--- src/design/lrotp_cfg.svh ---
/*
 Constants for the lock, reset and user OTP register bank and its link.
 Assumes inclusion by bare name from the design files.
*/
`ifndef LROTP_CFG_SVH
`define LROTP_CFG_SVH
// ==========================================
// Register offsets on the link
`define LROTP_A_REV     8'h05
`define LROTP_A_TEMP    8'h0e
`define LROTP_A_LOCK    8'h10
`define LROTP_A_PROG    8'h11
`define LROTP_A_SHR     4'h2
`define LROTP_A_UF2     4'h3
`define LROTP_UF2_LINK  4'h0
`define LROTP_UF2_PADDR 4'h1
// ==========================================
// Field positions and codes
`define LROTP_B_INIT    7
`define LROTP_B_SUPDIS  3
`define LROTP_B_GO      7
`define LROTP_B_EXLINK  3
`define LROTP_B_EXPADDR 2
`define LROTP_RST_W1    2'h0
`define LROTP_RST_W2    2'h3
`define LROTP_RST_W3    2'h1
`define LROTP_RG_UF2    2'h2
`define LROTP_RG_RSVD   2'h3
`define LROTP_REG_RST   8'h00
`define LROTP_LAST_IDX  4'hf
// ==========================================
// Checksum and host timing
`define LROTP_CRC_POLY  8'h07
`define LROTP_CRC_INIT  8'hff
`define LROTP_WB_CMD    8'h00
`define LROTP_WB_STAT   8'h04
`define LROTP_CLK_NS    50
`define LROTP_T_RESP_NS 100000
`endif

--- src/design/lrotp_pkg.sv ---
/*
 Types shared by both ends of the register link.
 Assumes nothing beyond a SystemVerilog compiler.
*/
package lrotp_pkg;
   // Programming sequencer states
   typedef enum logic [2:0] {
      P_IDLE = 3'h1,
      P_COPY = 3'h2,
      P_DONE = 3'h4
   } lrotp_prog_t;
   // Reset code tracker states
   typedef enum logic [2:0] {
      S_IDLE = 3'h1,
      S_GOT1 = 3'h2,
      S_GOT2 = 3'h4
   } lrotp_seq_t;
   // Host link states
   typedef enum logic [1:0] {
      H_IDLE = 2'h1,
      H_WAIT = 2'h2
   } lrotp_host_t;
endpackage

--- src/design/lrotp_if.sv ---
/*
 Register command link between the bus master and the sensor register bank.
 Assumes one clock shared by both ends.
*/
`timescale 1ns/10ps
interface lrotp_if;
   logic       cmd_valid;  // One-cycle command strobe
   logic       cmd_write;  // High for register write
   logic [7:0] cmd_addr;   // Register offset
   logic [7:0] cmd_wdata;  // Write data
   logic       rsp_valid;  // One-cycle answer strobe
   logic [7:0] rsp_data;   // Register contents in answer
   modport dev  (input cmd_valid, cmd_write, cmd_addr, cmd_wdata,
                 output rsp_valid, rsp_data);
   modport host (output cmd_valid, cmd_write, cmd_addr, cmd_wdata,
                 input rsp_valid, rsp_data);
endinterface

--- src/design/lrotp_crc8.sv ---
/*
 Byte-serial CRC-8 engine used when a region is programmed.
 Assumes clear and enable are never high together.
*/
`timescale 1ns/10ps
`include "lrotp_cfg.svh"
module lrotp_crc8 (
   input  wire logic       ref_clk,
   input  wire logic       nrst,
   input  wire logic       clear,
   input  wire logic       en,
   input  wire logic [7:0] din,
   output logic      [7:0] crc
);
   // ==========================================
   // One byte folded per cycle
   function automatic logic [7:0] step(input logic [7:0] c, input logic [7:0] d);
      logic [7:0] r;
      r = c ^ d;
      for (int i = 0; i < 8; i++) begin
         r = r[7] ? ((r << 1) ^ `LROTP_CRC_POLY) : (r << 1);
      end
      return r;
   endfunction
   // Running value
   always_ff @(posedge ref_clk) begin
      if (!nrst || clear) begin
         crc <= `LROTP_CRC_INIT;
      end else if (en) begin
         crc <= step(crc, din);
      end
   end
endmodule

--- src/design/lrotp_device.sv ---
/*
 Sensor-side register bank: revision, temperature, lock and reset control,
 user OTP programming with mirror registers and nonvolatile copies.
 Assumes commands arrive on the link as one-cycle strobes, one at a time.
*/
`timescale 1ns/10ps
`include "lrotp_cfg.svh"
module lrotp_device #(
   parameter logic [3:0] REV_CODE = 4'h9  // Arbitrary value
) (
   input  wire logic       ref_clk,
   input  wire logic       nrst,
   lrotp_if.dev            link,
   input  wire logic       mode_dsi3,
   input  wire logic       mode_psi5_diag,
   input  wire logic       psi5_init3_exit,
   input  wire logic [7:0] temp_value,
   input  wire logic       temp_valid,
   input  wire logic       check_err_clear,
   output logic            device_reset,
   output logic            p0_filter_final,
   output logic            self_test_inhibit,
   output logic            force_pdcm,
   output logic            supply_error_report_disable,
   output logic            rw_check_error,
   output logic            region_check_error,
   output logic            programming_active,
   output logic      [2:0] region_lock
);
   // ==========================================
   // Storage
   logic [7:0] lock_reg;             // Lock and reset control
   logic [7:0] prog_reg;             // OTP program control
   logic [7:0] temp_reg;             // Die temperature
   logic [7:0] shr_mirror [16];      // Shared mirror of regions 0 and 1
   logic [7:0] uf2_mirror [16];      // Region 2 mirror
   logic [7:0] nv_mem [3][16];       // Nonvolatile region copies
   logic [7:0] nv_crc [3];           // Programmed checksums
   logic [7:0] snap [3];             // Fold of region at lock
   logic [1:0] shr_owner;            // Region last programmed from shared
   logic [7:0] rw_ref;               // Fold captured at init lock
   logic       init_q;               // Init lock one cycle late
   logic       rsp_pend;             // Answer due next cycle
   logic       rsp_wr;               // Pending answer is for a write
   logic [7:0] rsp_addr;             // Pending answer offset
   lrotp_pkg::lrotp_prog_t pst;      // Programming state
   lrotp_pkg::lrotp_seq_t  sst;      // Reset tracker state
   logic [1:0] psel;                 // Region being programmed
   logic       pexl;                 // Exclude link type
   logic       pexp;                 // Exclude physical address
   logic [3:0] pidx;                 // Byte index in copy
   logic [7:0] crc;                  // CRC engine result
   // ==========================================
   // Rotating fold over a byte array
   function automatic logic [7:0] fold(input logic [7:0] a [16], input logic [7:0] s0);
      logic [7:0] s;
      s = s0;
      for (int i = 0; i < 16; i++) begin
         s = {s[6:0], s[7]} ^ a[i];
      end
      return s;
   endfunction
   // ==========================================
   // Command decode
   logic       init_lock;
   logic       access_ok;
   logic       take;
   logic       wr;
   logic       wr_free;
   logic       skip;
   logic [7:0] src;
   logic [7:0] sum_all;
   assign init_lock = lock_reg[`LROTP_B_INIT];
   assign access_ok = mode_dsi3 | mode_psi5_diag;
   assign take      = link.cmd_valid;
   assign wr        = take & link.cmd_write & access_ok;
   assign wr_free   = wr & ~init_lock;
   assign src       = (psel == `LROTP_RG_UF2) ? uf2_mirror[pidx] : shr_mirror[pidx];
   assign skip      = (psel == `LROTP_RG_UF2) &&
                      ((pidx == `LROTP_UF2_LINK && pexl) ||
                       (pidx == `LROTP_UF2_PADDR && pexp));
   // Reset bits stay out of the check so reset codes do not trip it
   assign sum_all   = fold(uf2_mirror, fold(shr_mirror, prog_reg ^ {lock_reg[7:2], 2'h0}));
   // ==========================================
   // Lock and reset control register
   always_ff @(posedge ref_clk) begin
      if (!nrst || device_reset) begin
         lock_reg <= `LROTP_REG_RST;
      end else begin
         if (wr && link.cmd_addr == `LROTP_A_LOCK) begin
            if (init_lock) begin
               lock_reg[1:0] <= link.cmd_wdata[1:0];
            end else begin
               lock_reg <= link.cmd_wdata;
            end
         end
         if (psi5_init3_exit) begin
            lock_reg[`LROTP_B_INIT] <= 1'b1;
         end else if (init_lock) begin
            lock_reg[`LROTP_B_INIT] <= 1'b1;
         end
      end
   end
   // ==========================================
   // Temperature capture, zero until first sample
   always_ff @(posedge ref_clk) begin
      if (!nrst) begin
         temp_reg <= `LROTP_REG_RST;
      end else if (temp_valid) begin
         temp_reg <= temp_value;
      end
   end
   // ==========================================
   // Reset code tracker
   always_ff @(posedge ref_clk) begin
      if (!nrst || device_reset) begin
         sst          <= lrotp_pkg::S_IDLE;
         device_reset <= 1'b0;
      end else begin
         device_reset <= 1'b0;
         if (take) begin
            if (wr && link.cmd_addr == `LROTP_A_LOCK &&
                sst == lrotp_pkg::S_GOT2 && link.cmd_wdata[1:0] == `LROTP_RST_W3) begin
               device_reset <= 1'b1;
               sst          <= lrotp_pkg::S_IDLE;
            end else if (wr && link.cmd_addr == `LROTP_A_LOCK &&
                         sst == lrotp_pkg::S_GOT1 &&
                         link.cmd_wdata[1:0] == `LROTP_RST_W2) begin
               sst <= lrotp_pkg::S_GOT2;
            end else if (wr && link.cmd_addr == `LROTP_A_LOCK &&
                         link.cmd_wdata[1:0] == `LROTP_RST_W1) begin
               sst <= lrotp_pkg::S_GOT1;
            end else begin
               sst <= lrotp_pkg::S_IDLE;
            end
         end
      end
   end
   // ==========================================
   // Program control register and sequencer
   always_ff @(posedge ref_clk) begin
      if (!nrst || device_reset) begin
         prog_reg <= `LROTP_REG_RST;
         pst      <= lrotp_pkg::P_IDLE;
         psel     <= 2'h0;
         pexl     <= 1'b0;
         pexp     <= 1'b0;
         pidx     <= 4'h0;
      end else begin
         case (pst)
            lrotp_pkg::P_IDLE: begin
               if (wr_free && link.cmd_addr == `LROTP_A_PROG) begin
                  prog_reg <= link.cmd_wdata;
                  // Reserved selector or locked region starts nothing
                  if (link.cmd_wdata[`LROTP_B_GO] &&
                      link.cmd_wdata[1:0] != `LROTP_RG_RSVD &&
                      !region_lock[link.cmd_wdata[1:0]]) begin
                     pst  <= lrotp_pkg::P_COPY;
                     psel <= link.cmd_wdata[1:0];
                     pexl <= link.cmd_wdata[`LROTP_B_EXLINK];
                     pexp <= link.cmd_wdata[`LROTP_B_EXPADDR];
                     pidx <= 4'h0;
                  end
               end
            end
            lrotp_pkg::P_COPY: begin
               pidx <= pidx + 4'h1;
               if (pidx == `LROTP_LAST_IDX) begin
                  pst <= lrotp_pkg::P_DONE;
               end
            end
            lrotp_pkg::P_DONE: begin
               pst <= lrotp_pkg::P_IDLE;
            end
            default: begin
               pst <= lrotp_pkg::P_IDLE;
            end
         endcase
      end
   end
   // CRC over the bytes actually programmed
   lrotp_crc8 u_crc (
      .ref_clk (ref_clk),
      .nrst    (nrst),
      .clear   (pst == lrotp_pkg::P_IDLE),
      .en      (pst == lrotp_pkg::P_COPY && !skip),
      .din     (src),
      .crc     (crc)
   );
   // ==========================================
   // Nonvolatile copies; only the sequencer writes them
   always_ff @(posedge ref_clk) begin
      if (!nrst) begin
         region_lock <= 3'h0;
         shr_owner   <= 2'h0;
         for (int r = 0; r < 3; r++) begin
            nv_crc[r] <= `LROTP_REG_RST;
            snap[r]   <= `LROTP_REG_RST;
            for (int i = 0; i < 16; i++) begin
               nv_mem[r][i] <= `LROTP_REG_RST;
            end
         end
      end else if (pst == lrotp_pkg::P_COPY && !skip) begin
         nv_mem[psel][pidx] <= src;
      end else if (pst == lrotp_pkg::P_DONE) begin
         nv_crc[psel]      <= crc;
         region_lock[psel] <= 1'b1;
         if (psel == `LROTP_RG_UF2) begin
            // The zeroed address byte sits six places rotated inside the fold
            snap[psel] <= fold(uf2_mirror, `LROTP_REG_RST) ^
                          (pexp ? {uf2_mirror[`LROTP_UF2_PADDR][1:0],
                                   uf2_mirror[`LROTP_UF2_PADDR][7:2]} : `LROTP_REG_RST);
         end else begin
            snap[psel] <= fold(shr_mirror, `LROTP_REG_RST);
            shr_owner  <= psel;
         end
      end
   end
   // ==========================================
   // Mirror registers
   always_ff @(posedge ref_clk) begin
      if (!nrst) begin
         for (int i = 0; i < 16; i++) begin
            shr_mirror[i] <= `LROTP_REG_RST;
            uf2_mirror[i] <= `LROTP_REG_RST;
         end
      end else begin
         if (wr_free && link.cmd_addr[7:4] == `LROTP_A_SHR) begin
            shr_mirror[link.cmd_addr[3:0]] <= link.cmd_wdata;
         end
         if (wr_free && link.cmd_addr[7:4] == `LROTP_A_UF2) begin
            uf2_mirror[link.cmd_addr[3:0]] <= link.cmd_wdata;
         end
         if (pst == lrotp_pkg::P_DONE && psel == `LROTP_RG_UF2 && pexp) begin
            uf2_mirror[`LROTP_UF2_PADDR] <= `LROTP_REG_RST;
         end
      end
   end
   // ==========================================
   // Register and region checks; a new error beats a clear
   always_ff @(posedge ref_clk) begin
      if (!nrst || device_reset) begin
         init_q             <= 1'b0;
         rw_ref             <= `LROTP_REG_RST;
         rw_check_error     <= 1'b0;
         region_check_error <= 1'b0;
      end else begin
         init_q <= init_lock;
         if (init_lock && !init_q) begin
            rw_ref <= sum_all;
         end
         if (init_q && sum_all != rw_ref) begin
            rw_check_error <= 1'b1;
         end else if (check_err_clear) begin
            rw_check_error <= 1'b0;
         end
         if ((region_lock[`LROTP_RG_UF2] &&
              fold(uf2_mirror, `LROTP_REG_RST) != snap[`LROTP_RG_UF2]) ||
             (region_lock[shr_owner] && shr_owner != `LROTP_RG_UF2 &&
              fold(shr_mirror, `LROTP_REG_RST) != snap[shr_owner])) begin
            region_check_error <= 1'b1;
         end else if (check_err_clear) begin
            region_check_error <= 1'b0;
         end
      end
   end
   // ==========================================
   // Answers: two cycles after the command is taken
   always_ff @(posedge ref_clk) begin
      if (!nrst || device_reset) begin
         rsp_pend       <= 1'b0;
         rsp_wr         <= 1'b0;
         rsp_addr       <= `LROTP_REG_RST;
         link.rsp_valid <= 1'b0;
         link.rsp_data  <= `LROTP_REG_RST;
      end else begin
         rsp_pend       <= take & access_ok & ~(mode_dsi3 & init_lock);
         rsp_wr         <= link.cmd_write;
         rsp_addr       <= link.cmd_addr;
         link.rsp_valid <= rsp_pend;
         case (rsp_addr[7:4])
            `LROTP_A_SHR: link.rsp_data <= shr_mirror[rsp_addr[3:0]];
            `LROTP_A_UF2: link.rsp_data <= uf2_mirror[rsp_addr[3:0]];
            default: begin
               case (rsp_addr)
                  `LROTP_A_REV:  link.rsp_data <= rsp_wr ? `LROTP_REG_RST
                                                          : {4'h0, REV_CODE};
                  `LROTP_A_TEMP: link.rsp_data <= temp_reg;
                  `LROTP_A_LOCK: link.rsp_data <= lock_reg;
                  `LROTP_A_PROG: link.rsp_data <= prog_reg;
                  default:       link.rsp_data <= `LROTP_REG_RST;
               endcase
            end
         endcase
      end
   end
   // ==========================================
   // Status outputs
   always_ff @(posedge ref_clk) begin
      if (!nrst) begin
         p0_filter_final             <= 1'b0;
         self_test_inhibit           <= 1'b0;
         force_pdcm                  <= 1'b0;
         supply_error_report_disable <= 1'b0;
         programming_active          <= 1'b0;
      end else begin
         p0_filter_final             <= init_lock;
         self_test_inhibit           <= init_lock;
         force_pdcm                  <= init_lock & mode_dsi3;
         supply_error_report_disable <= lock_reg[`LROTP_B_SUPDIS];
         programming_active          <= (pst != lrotp_pkg::P_IDLE);
      end
   end
endmodule

--- src/flat_wrapper.sv ---
// flat-port wrapper written by rule: the top's interface ports become plain ports
module lrotp_device_flat 
#(
   parameter logic [3:0] REV_CODE = 4'h9                    
)
  (ref_clk, nrst, mode_dsi3, mode_psi5_diag, psi5_init3_exit, temp_value, temp_valid, check_err_clear, device_reset, p0_filter_final, self_test_inhibit, force_pdcm, supply_error_report_disable, rw_check_error, region_check_error, programming_active, region_lock, link_cmd_valid, link_cmd_write, link_cmd_addr, link_cmd_wdata, link_rsp_valid, link_rsp_data);
  lrotp_if link_i ();
  input  wire logic ref_clk;
  input  wire logic nrst;
  input  wire logic mode_dsi3;
  input  wire logic mode_psi5_diag;
  input  wire logic psi5_init3_exit;
  input  wire logic [7:0] temp_value;
  input  wire logic temp_valid;
  input  wire logic check_err_clear;
  output logic device_reset;
  output logic p0_filter_final;
  output logic self_test_inhibit;
  output logic force_pdcm;
  output logic supply_error_report_disable;
  output logic rw_check_error;
  output logic region_check_error;
  output logic programming_active;
  output logic      [2:0] region_lock;
  input wire logic [$bits(link_i.cmd_valid)-1:0] link_cmd_valid;
  input wire logic [$bits(link_i.cmd_write)-1:0] link_cmd_write;
  input wire logic [$bits(link_i.cmd_addr)-1:0] link_cmd_addr;
  input wire logic [$bits(link_i.cmd_wdata)-1:0] link_cmd_wdata;
  output wire logic [$bits(link_i.rsp_valid)-1:0] link_rsp_valid;
  output wire logic [$bits(link_i.rsp_data)-1:0] link_rsp_data;
  assign link_i.cmd_valid = link_cmd_valid;
  assign link_i.cmd_write = link_cmd_write;
  assign link_i.cmd_addr = link_cmd_addr;
  assign link_i.cmd_wdata = link_cmd_wdata;
  assign link_rsp_valid = link_i.rsp_valid;
  assign link_rsp_data = link_i.rsp_data;
  lrotp_device #(.REV_CODE(REV_CODE)) u_core (.ref_clk(ref_clk), .nrst(nrst), .link(link_i), .mode_dsi3(mode_dsi3), .mode_psi5_diag(mode_psi5_diag), .psi5_init3_exit(psi5_init3_exit), .temp_value(temp_value), .temp_valid(temp_valid), .check_err_clear(check_err_clear), .device_reset(device_reset), .p0_filter_final(p0_filter_final), .self_test_inhibit(self_test_inhibit), .force_pdcm(force_pdcm), .supply_error_report_disable(supply_error_report_disable), .rw_check_error(rw_check_error), .region_check_error(region_check_error), .programming_active(programming_active), .region_lock(region_lock));
endmodule
--- config.mk ---
export PLATFORM = sky130hd
export DESIGN_NAME = lrotp_device_flat
export DESIGN_NICKNAME = d
export VERILOG_FILES = /design/src/design/lrotp_pkg.sv /design/src/design/lrotp_if.sv /design/src/design/lrotp_crc8.sv /design/src/design/lrotp_device.sv /design/src/flat_wrapper.sv
export VERILOG_INCLUDE_DIRS = /design/src /design/src/design
export SDC_FILE = /design/constraint.sdc
export NUM_CORES = 1
export LEC_CHECK = 0
export ABC_AREA = 1
export BUFFER_PORTS_ARGS = -buffer_cell sky130_fd_sc_hd__buf_2
export CAP_MARGIN = 0
export CORE_MARGIN = 5
export CORE_UTILIZATION = 40
export CTS_BUF_LIST = sky130_fd_sc_hd__clkbuf_2 sky130_fd_sc_hd__clkbuf_4 sky130_fd_sc_hd__clkbuf_8
export DETAILED_ROUTE_END_ITERATION = 6
export GPL_TIMING_DRIVEN = 1
export PLACE_DENSITY = 0.65
export SKIP_LAST_GASP = 1
export SYNTH_ARGS = -nofsm -noshare
export SYNTH_HDL_FRONTEND = slang
export SYNTH_SLANG_ARGS = --single-unit
--- constraint.sdc ---
create_clock -name ref_clk -period 2.3 [get_ports ref_clk]
set_clock_uncertainty 0.1 [all_clocks]
set_input_delay 0.115 -clock ref_clk [delete_from_list [all_inputs] [get_ports ref_clk]]
set_output_delay 0.115 -clock ref_clk [all_outputs]
set_load 0.1 [all_outputs]
==> Yosys cells after proc, flatten, opt, wreduce, memory -nomap -nowiden <==
Memories as Yosys holds them, arrays and structs flattened. A register that Yosys moved wholly into a read port is not among the register bits.
Index checks and enable logic that the tools add are counted.
{ "op_classes": {"addsub": 1, "bitwise": 81, "order_cmp": 7, "n_mux": 54, "n_eq_ne": 29, "reduce_logical": 47} }
{ "op_table": {"columns": ["operator", "count"], "rows": [
  ["$xor 8x8->8", 64],
  ["$bwmux 128", 2],
  ["$mux 8", 9],
  ["$bmux 8 s4", 2],
  ["$demux 8 s4", 1],
  ["$eq 8x5->1 const B", 4],
  ["$pmux 8 s4", 1],
  ["$logic_and 1x1->1", 24],
  ["$ne 8x8->1", 3],
  ["$mux 1", 21],
  ["$eq 4x2->1 const B", 4],
  ["$pmux 8 s2", 1],
  ["$mux 3", 5],
  ["$mux 4", 3],
  ["$reduce_and 3->1", 4],
  ["$ge 5x5->1 const B", 2],
  ["$not 4->5", 2],
  ["$lt 2x3->1 const B", 3],
  ["$eq 8x3->1 const B", 1],
  ["$eq 8x4->1 const B", 1],
  ["$mux 2", 4],
  ["$pmux 4 s2", 1],
  ["$reduce_or 8->1", 1],
  ["$and 1x1->1", 6],
  ["other kinds (27)", 50]
]} }
{ "totals": {"ram_bits": 24, "out_inout_bits": 20, "elab_cells": 279, "memories": 1, "reg_bits": 334, "input_bits": 33} }
{ "mem_list": {"columns": ["memory", "depth", "width", "rd", "rd_ports_with_merged_regs", "write_ports", "line", "text"], "rows": [
  ["u_core.snap", 3, 8, 2, 1, 3, "lrotp_device.sv:39", "logic [7:0] snap [3];"]
]} }

==> Depth between registers and ports, before layout <==
Gate-level depths: netlist (run 1).
{ "logic_depth": {"depth_word": 36, "ltp_mapped": 23, "ltp_nobuf": 23} }

==> Worst setup path after synthesis (run 1) <==
Ideal clock, no wire load.
{ "synth_timing": {"kind": "flip-flop to flip-flop", "startpoint": "register u_core.region_lock[2]", "endpoint": "register u_core.pidx[3]", "setup_ps": 116, "path_stages_with_launch": 9, "t_arrival_ps": 1929, "path_buffers": 0, "slack_ps": 155, "required_time_ps": 2084, "period_less_slack_ps": 2145, "path_cell_list": "dfxtp_1 o21ai_0 nand4_1 nor2_1 o21ai_0 inv_1 nand4_1 xor2_1 nor2_1"} }
{ "synth_between": {"elab_chain_len": 6} }
{ "synth_lines": {"columns": ["item", "line", "text"], "rows": [
  ["start: declaration", "lrotp_device.sv:28", "output logic [2:0] region_lock"],
  ["start signal: assignment", "lrotp_device.sv:194", "region_lock <= 3'h0;"],
  ["start signal: indexed assignment", "lrotp_device.sv:207", "region_lock[psel] <= 1'b1;"],
  ["$bmux 1 s2", "lrotp_device.sv:157", "!region_lock[link.cmd_wdata[1:0]]) begin"],
  ["$mux 1 (not written as such)", "lrotp_device.sv:157", null],
  ["$logic_not 1->1", "lrotp_device.sv:157", null],
  ["$logic_and 1x1->1", "lrotp_device.sv:155", "if (link.cmd_wdata[`LROTP_B_GO] &&"],
  ["$ne 2x1->1 (no source line)", null, null],
  ["$reduce_and 3->1 (no source line)", null, null],
  ["end signal: assignment", "lrotp_device.sv:167", "pidx <= pidx + 4'h1;"],
  ["end: declaration", "lrotp_device.sv:51", "logic [3:0] pidx;"]
]} }
Every way passes these cells. The select of a mux whose other input is x is not followed.
A chain may end at the register's enable or synchronous reset.

==> Final worst setup path (run 1) <==
{ "layout_timing": {"startpoint": "register u_core.shr_mirror[81] (netlist bit)", "endpoint": "register u_core.region_check_error"} }
{ "layout_between": {"elab_chain_len": 15, "elab_cells_between_ends": 16, "cone_classes": "eq/ne (1); mux (1); bitwise (11); reduce/logical (3)"} }
{ "layout_lines": {"columns": ["item", "line", "text"], "rows": [
  ["start: declaration", "lrotp_device.sv:35", "logic [7:0] shr_mirror [16];"],
  ["start signal: indexed assignment", "lrotp_device.sv:224", "shr_mirror[i] <= `LROTP_REG_RST;"],
  ["start signal: indexed assignment", "lrotp_device.sv:229", "shr_mirror[link.cmd_addr[3:0]] <= link.cmd_wdata;"],
  ["$xor 8x8->8 * (11 in a row)", "lrotp_device.sv:59", "s = {s[6:0], s[7]} ^ a[i];"],
  ["$ne 8x8->1 *", "lrotp_device.sv:260", "fold(shr_mirror, `LROTP_REG_RST) != snap[shr_owner])) begin"],
  ["$logic_and 1x1->1 *", "lrotp_device.sv:259", "(region_lock[shr_owner] && shr_owner != `LROTP_RG_UF2 &&"],
  ["$logic_or 1x1->1 *", "lrotp_device.sv:257", "if ((region_lock[`LROTP_RG_UF2] &&"],
  ["$mux 1 or $reduce_bool 2->1 (tied branches)", null, null],
  ["end signal: assignment", "lrotp_device.sv:246", "region_check_error <= 1'b0;"],
  ["end signal: assignment", "lrotp_device.sv:261", "region_check_error <= 1'b1;"],
  ["end signal: assignment", "lrotp_device.sv:263", "region_check_error <= 1'b0;"],
  ["end: declaration", "lrotp_device.sv:26", "output logic region_check_error,"]
]} }
Every way passes the cells marked *; elsewhere a longest branch is shown, timed or not.

==> results.json, run 1 <==
{
  "wl_per_cell_um": 21.6,
  "grt_start_max_net_pins": 156,
  "power.total_mw": 14.6,
  "drtIter0Drc": 2973,
  "worst_slew_margin_rel": 0.474,
  "synth_edf_count": 32,
  "crit_type": "reg -> reg",
  "drt_first_pass_iters": 6,
  "placed_area_mm2": 0.0251,
  "via_count": 23874,
  "syn_to_final_growth_pct": 28.2,
  "synth_area_per_cell_um2": 6.77,
  "layout.nets": 3616,
  "ys.flop_type": "dfxtp_1",
  "fillerInstances": 5245,
  "min_period_ns": 2.30,
  "antenna_left": 0,
  "end_kind": "flop",
  "startpoint_type": "flop",
  "synthArstFlopShare": 0,
  "final_cells": 4327,
  "place_inst": 4148,
  "cts_tree": "built",
  "grt_busiest_layer": "met2",
  "route.detailed.drc": 0,
  "holdWs_ns": 0.0229,
  "grt_pass1_vias": 21738,
  "synth_common_cells": "793 x nand2_1, 389 x inv_1, 374 x o21ai_0",
  "syn_area_mm2": 0.0219,
  "dp_slack_ns": -0.149,
  "dieWidth_um": 244,
  "synth_nets": 3274,
  "grt_pass1_wl_um": 137000,
  "ys_seq_area_frac": 0.350,
  "yosys.area.top_type_share": 0.306,
  "max_cap_violations": 0,
  "max_freq_mhz": 435,
  "die_y_um": 244,
  "core_mm2": 0.0540,
  "finalSetupTns_ns": 0,
  "fp-row-count": 85,
  "design_area_mm2": 0.0281,
  "hold_viol_final": 0,
  "grt.overflow.total": 0,
  "r2r_slack_ns": 0.0005,
  "hold_class": "in -> reg",
  "period_share": 1.00,
  "yosysWarningCount": 0,
  "io_buffers": 52,
  "setup_viol": 0,
  "antenna_cells": 0,
  "crit_path_max_fanout": 4,
  "tightest_slew_ns": 0.787,
  "grtUsageMet2": 0.454,
  "place.gp.congestion": 1.01,
  "maxSlewViolCount": 0,
  "setup_slack_ns": 0.000491,
  "insertion_delay_ns": 0.69,
  "ios": 53,
  "rsz0062_at_grt": "true",
  "largest_registers": "u_core.shr_mirror (128), u_core.uf2_mirror (128), u_core.snap (32)",
  "ys_types": 53,
  "yosysTopAreaCell": "dfxtp_1",
  "cts_buffers": 69,
  "p_leak_nw": 12.7,
  "drive_gt1_frac": 0.221,
  "grt_use_met1": 0.411,
  "cts.sinks": 367,
  "grtUsageMet3": 0.0627,
  "die-area_mm2": 0.0596,
  "viasPerCell": 5.52,
  "routed_wl_um": 93300,
  "final_util": 0.520,
  "syn_inst": 3239,
  "synth_seq_cells": 367,
  "antenna_found_initial": 1,
  "synth_most_common_cell": "nand2_1",
  "clk_pin_slew_worst_paths_ns": 0.06,
  "cts_buffer_depth": 3,
  "grt_use_total": 0.302,
  "root_buffer": "clkbuf_8",
  "vdd_drop_max_mv": 0.348,
  "worstPathRequired_ns": 2.76,
  "cts.htree.levels": 3,
  "p_per_area_mw_per_mm2": 520,
  "dp_hpwl_um": 68700,
  "synth_area_leaders": "dfxtp_1 31%, nand2_1 14%, o21ai_0 8.5%, a21oi_1 8.5%, inv_1 6.7%",
  "critPathArrivalTime_ns": 2.76,
  "initial_core_util": 0.406,
  "status": "finished, final reports clean"
}
area by class of cell:
| cell class | count | area, um2 | area share |
|---|---|---|---|
| Multi-Input combinational cell | 2337 | 12900 | 0.459 |
| Sequential cell | 367 | 7840 | 0.279 |
| Timing Repair Buffer | 408 | 3530 | 0.125 |
| Inverter | 398 | 1500 | 0.0532 |
| Clock buffer | 108 | 1370 | 0.0486 |
| Tap cell | 696 | 871 | 0.0310 |
| Clock inverter | 13 | 98.8 | 0.00352 |
power breakdown:
group / switching (mW) / internal (mW)
registers: 0.0460 / 6.49
logic: 0.757 / 0.373
clock network: 3.08 / 3.88
critical path, stage by stage, from the launching register on:
cell,delay [ns]
dfxtp_1,0.43
xor2_1,0.21
xnor2_1,0.16
buf_4,0.17
xnor2_1,0.13
nand2_1,0.20
nand2_1,0.14
nand2_1,0.05
nand2_1,0.08
nand3_1,0.08
nor2_2,0.14
nand3_1,0.09
nand2_1,0.06
nand3_1,0.07
nand2_1,0.06
inv_1,0.04
timing repair:
| item | 4_1_cts | 5_1_grt |
|---|---|---|
| pin swaps | 3 | 54 |
| setup endpoints to repair | 22 | 44 |
| buffers inserted | 1 | 5 |
| gates resized for setup | 37 | 287 |
| hold buffers | 52 | 0 |
| endpoints found under the hold margin | 151 | 0 |
| gates cloned | 0 | 1 |
cells in the final DEF, fill, tap and decap left out, types with 11 or more instances in the layout:
cell type and n:
nand3b_1 37, dfxtp_1 220, xor2_2 20, dfxtp_2 102
dlygate4sd3_1 52, o221ai_1 13, nand3_1 119, xnor2_2 31
buf_4 264, clkbuf_4 19, inv_1 376, inv_2 16
nor2_1 141, nand4_1 14, xnor2_1 106, nor2_2 16
buf_2 51, clkbuf_8 89, buf_12 33, nand2_2 66
edfxtp_1 32, o21ai_1 30, dfxtp_4 13, o21ai_0 364
xor2_1 108, o22ai_1 11, a22oi_1 49, a21oi_1 371
nand2_1 721, nor3_1 13, nor2_4 21
cells by family after synthesis:
logic type | share of synthesized area
flip-flops | 0.350
XOR/XNOR | 0.106
AO/OA/AOI/OAI | 0.216
AND/OR/NAND/NOR | 0.230
adder cells (fa/ha/maj) | 0.00114
buffers and inverters | 0.0970
routing by layer:
layer / wire (um) / vias up
met1: 38300 / 10959
met2: 39300 / 1326
li1: - / 11260
met3: 9890 / 327
met5: 14 / -
met4: 5820 / 2
worst paths after layout:
| path | from | end | cells after the start |
|---|---|---|---|
| hold reg to reg | u_core.rsp_pend | u_core.link.rsp_valid | 2 |
| hold / removal | mode_psi5_diag | u_core.lock_reg[1] | 6 |
| setup / recovery | u_core.shr_mirror[81] | u_core.region_check_error | 15 |
| setup reg to reg | u_core.shr_mirror[81] | u_core.region_check_error | 15 |
Power figures use the tool's default switching activity.
==> run 2, diff against run 1 <==
--- a/config.mk
+++ b/config.mk
@@ -14,8 +14,9 @@
 export CTS_BUF_LIST = sky130_fd_sc_hd__clkbuf_2 sky130_fd_sc_hd__clkbuf_4 sky130_fd_sc_hd__clkbuf_8
 export DETAILED_ROUTE_END_ITERATION = 6
 export GPL_TIMING_DRIVEN = 1
-export PLACE_DENSITY = 0.65
+export PLACE_DENSITY = 0.66
 export SKIP_LAST_GASP = 1
+export SLEW_MARGIN = 20
 export SYNTH_ARGS = -nofsm -noshare
 export SYNTH_HDL_FRONTEND = slang
 export SYNTH_SLANG_ARGS = --single-unit
==> run 2 against run 1 <==
  * The flow now finishes with violations (negative setup slack)
  * First-iteration DRC count is 12% higher
  * Global-route usage down 0.51 points
  * Count of clock-buffer cells in the layout fell by 3
  * Sequential share of layout area about the same
==> results.json, run 2 (synthesized netlist as in run 1, its figures left out) <==
{
  "drt_first_pass_iters": 6,
  "cp_common_cell": "nand2_1",
  "min_period_ns": 2.38,
  "p_leak_nw": 12.6,
  "cts_buffer_depth": 3,
  "most-common-layout-cells": "750 x nand2_1, 377 x inv_1, 371 x a21oi_1",
  "wl_per_cell_um": 21.3,
  "rsz0062_at_grt": "true",
  "ios": 53,
  "layout.nets": 3630,
  "layout_commonest_cell": "nand2_1",
  "tightest_slew_ns": 0.848,
  "cts_tree": "built",
  "switching_share": 0.260,
  "dieWidth_um": 244,
  "slowest_stage": "dfxtp_4",
  "via_count": 23840,
  "clk_pin_slew_worst_paths_ns": 0.06,
  "grt_use_total": 0.297,
  "placed_area_mm2": 0.0253,
  "register_area_mm2": 0.00779,
  "design_area_mm2": 0.0280,
  "violations": "negative setup slack",
  "crit_path_max_fanout": 5,
  "largest_registers": "u_core.shr_mirror (128), u_core.uf2_mirror (128), u_core.snap (32)",
  "grt_start_max_net_pins": 181,
  "hold_class": "in -> reg",
  "power_switching_mw": 3.79,
  "p_per_area_mw_per_mm2": 521,
  "place.gp.congestion": 1.00,
  "holdWs_ns": 0.119,
  "cts.sinks": 367,
  "maxSlewViolCount": 0,
  "vdd_drop_max_mv": 0.334,
  "final_util": 0.518,
  "pwr-share-comb": 0.077,
  "intPower_mw": 10.8,
  "cts_buffers": 66,
  "max_freq_mhz": 421,
  "pwr-share-seq": 0.448,
  "worst_slew_margin_rel": 0.431,
  "grt_pass1_wl_um": 135000,
  "cts.htree.levels": 3,
  "multi_input_area_mm2": 0.0127,
  "fillerInstances": 5251,
  "end_kind": "flop",
  "cp_slowest_stage_delay_ns": 0.38,
  "crit_type": "reg -> reg",
  "initial_core_util": 0.406,
  "clockPowerShare": 0.475,
  "grt_pass1_vias": 21706,
  "startpoint_type": "flop",
  "routed_wl_um": 92700,
  "root_buffer": "clkbuf_8",
  "antenna_left": 0,
  "syn_to_final_growth_pct": 27.6,
  "die-area_mm2": 0.0596,
  "final_cells": 4343,
  "worstPathRequired_ns": 2.74,
  "power.total_mw": 14.6,
  "drive_gt1_frac": 0.200,
  "max_cap_violations": 0,
  "critPathArrivalTime_ns": 2.82,
  "hold_viol_final": 0,
  "crit_chain": "xnor2_4 > xor2_2 > or2_1 > nand2_1 > nand2_2 > nand3b_1 > buf_4 > nand3_2 > nand2_1 > nand2_1 > nor2_1 > nand2_1 > nand2_1 > nand3_1 > nand2_1 > inv_1",
  "dp_slack_ns": -0.124,
  "dp_hpwl_um": 68100,
  "die_y_um": 244,
  "fp-row-count": 85,
  "drtIter0Drc": 3316,
  "status": "finished with violations",
  "grt.overflow.total": 0,
  "period_share": 1.03,
  "antenna_found_initial": 2,
  "finalSetupTns_ns": -0.110,
  "setup_viol": 5,
  "io_buffers": 52,
  "setup_slack_ns": -0.0772,
  "viasPerCell": 5.49,
  "insertion_delay_ns": 0.68,
  "route.detailed.drc": 0,
  "core_mm2": 0.0540,
  "place_inst": 4163
}
-- run 2: layout make-up --
cell class              instances  area share
multi-input cells            2337       0.453
clock buffers                 105      0.0465
well taps                     696      0.0311
diodes                          2    0.000179
flip-flops and latches        367       0.279
clock inverters                13     0.00559
repair buffers                425       0.131
inverters                     398      0.0536
-- run 2: routing by layer --
| metal | track usage | part of all wire |
|---|---|---|
| met1 | 0.392 | 0.40 |
| met2 | 0.437 | 0.42 |
| met3 | 0.0882 | 0.12 |
| met4 | 0.159 | 0.061 |
| met5 | 0 | 0.00014 |
-- run 2: final timing paths --
| check | endpoint | start | slack [ns] | depth (start not counted) |
|---|---|---|---|---|
| worst max register to register | u_core.region_check_error | u_core.uf2_mirror[43] | -0.08 | 16 |
| worst min-delay path | u_core.rsp_addr[7] | link_cmd_addr[7] | 0.12 | 4 |
| worst min register to register | u_core.link.rsp_valid | u_core.rsp_pend | 0.32 | 2 |
| worst max-delay path | u_core.region_check_error | u_core.uf2_mirror[43] | -0.08 | 16 |
-- run 2: repair_timing --
item	4_1_cts	5_1_grt
pin swaps	4	35
gates resized for setup	19	206
hold endpoints to repair	114	0
buffers inserted	1	8
endpoints found under the setup margin	20	41
hold buffers	52	0
-- run 2: power by group through the flow --
stage / Sequential [mW] / Combinational [mW] / Clock [mW]
after floorplan: 6.69 / 0.490 / 0
after global placement: 6.68 / 0.987 / 0
after detailed placement: 6.68 / 0.988 / 0
after CTS: 6.54 / 1.06 / 6.96
after global routing: 6.54 / 1.17 / 7.24
final: 6.53 / 1.13 / 6.93
-- run 2: worst max-delay path: cells and delay by family, from the launching register on --
family        cells  cell delay [ns]
simple gates     12             1.23
flops             1             0.38
xor+xnor          2             0.36
buf+inv           2             0.20
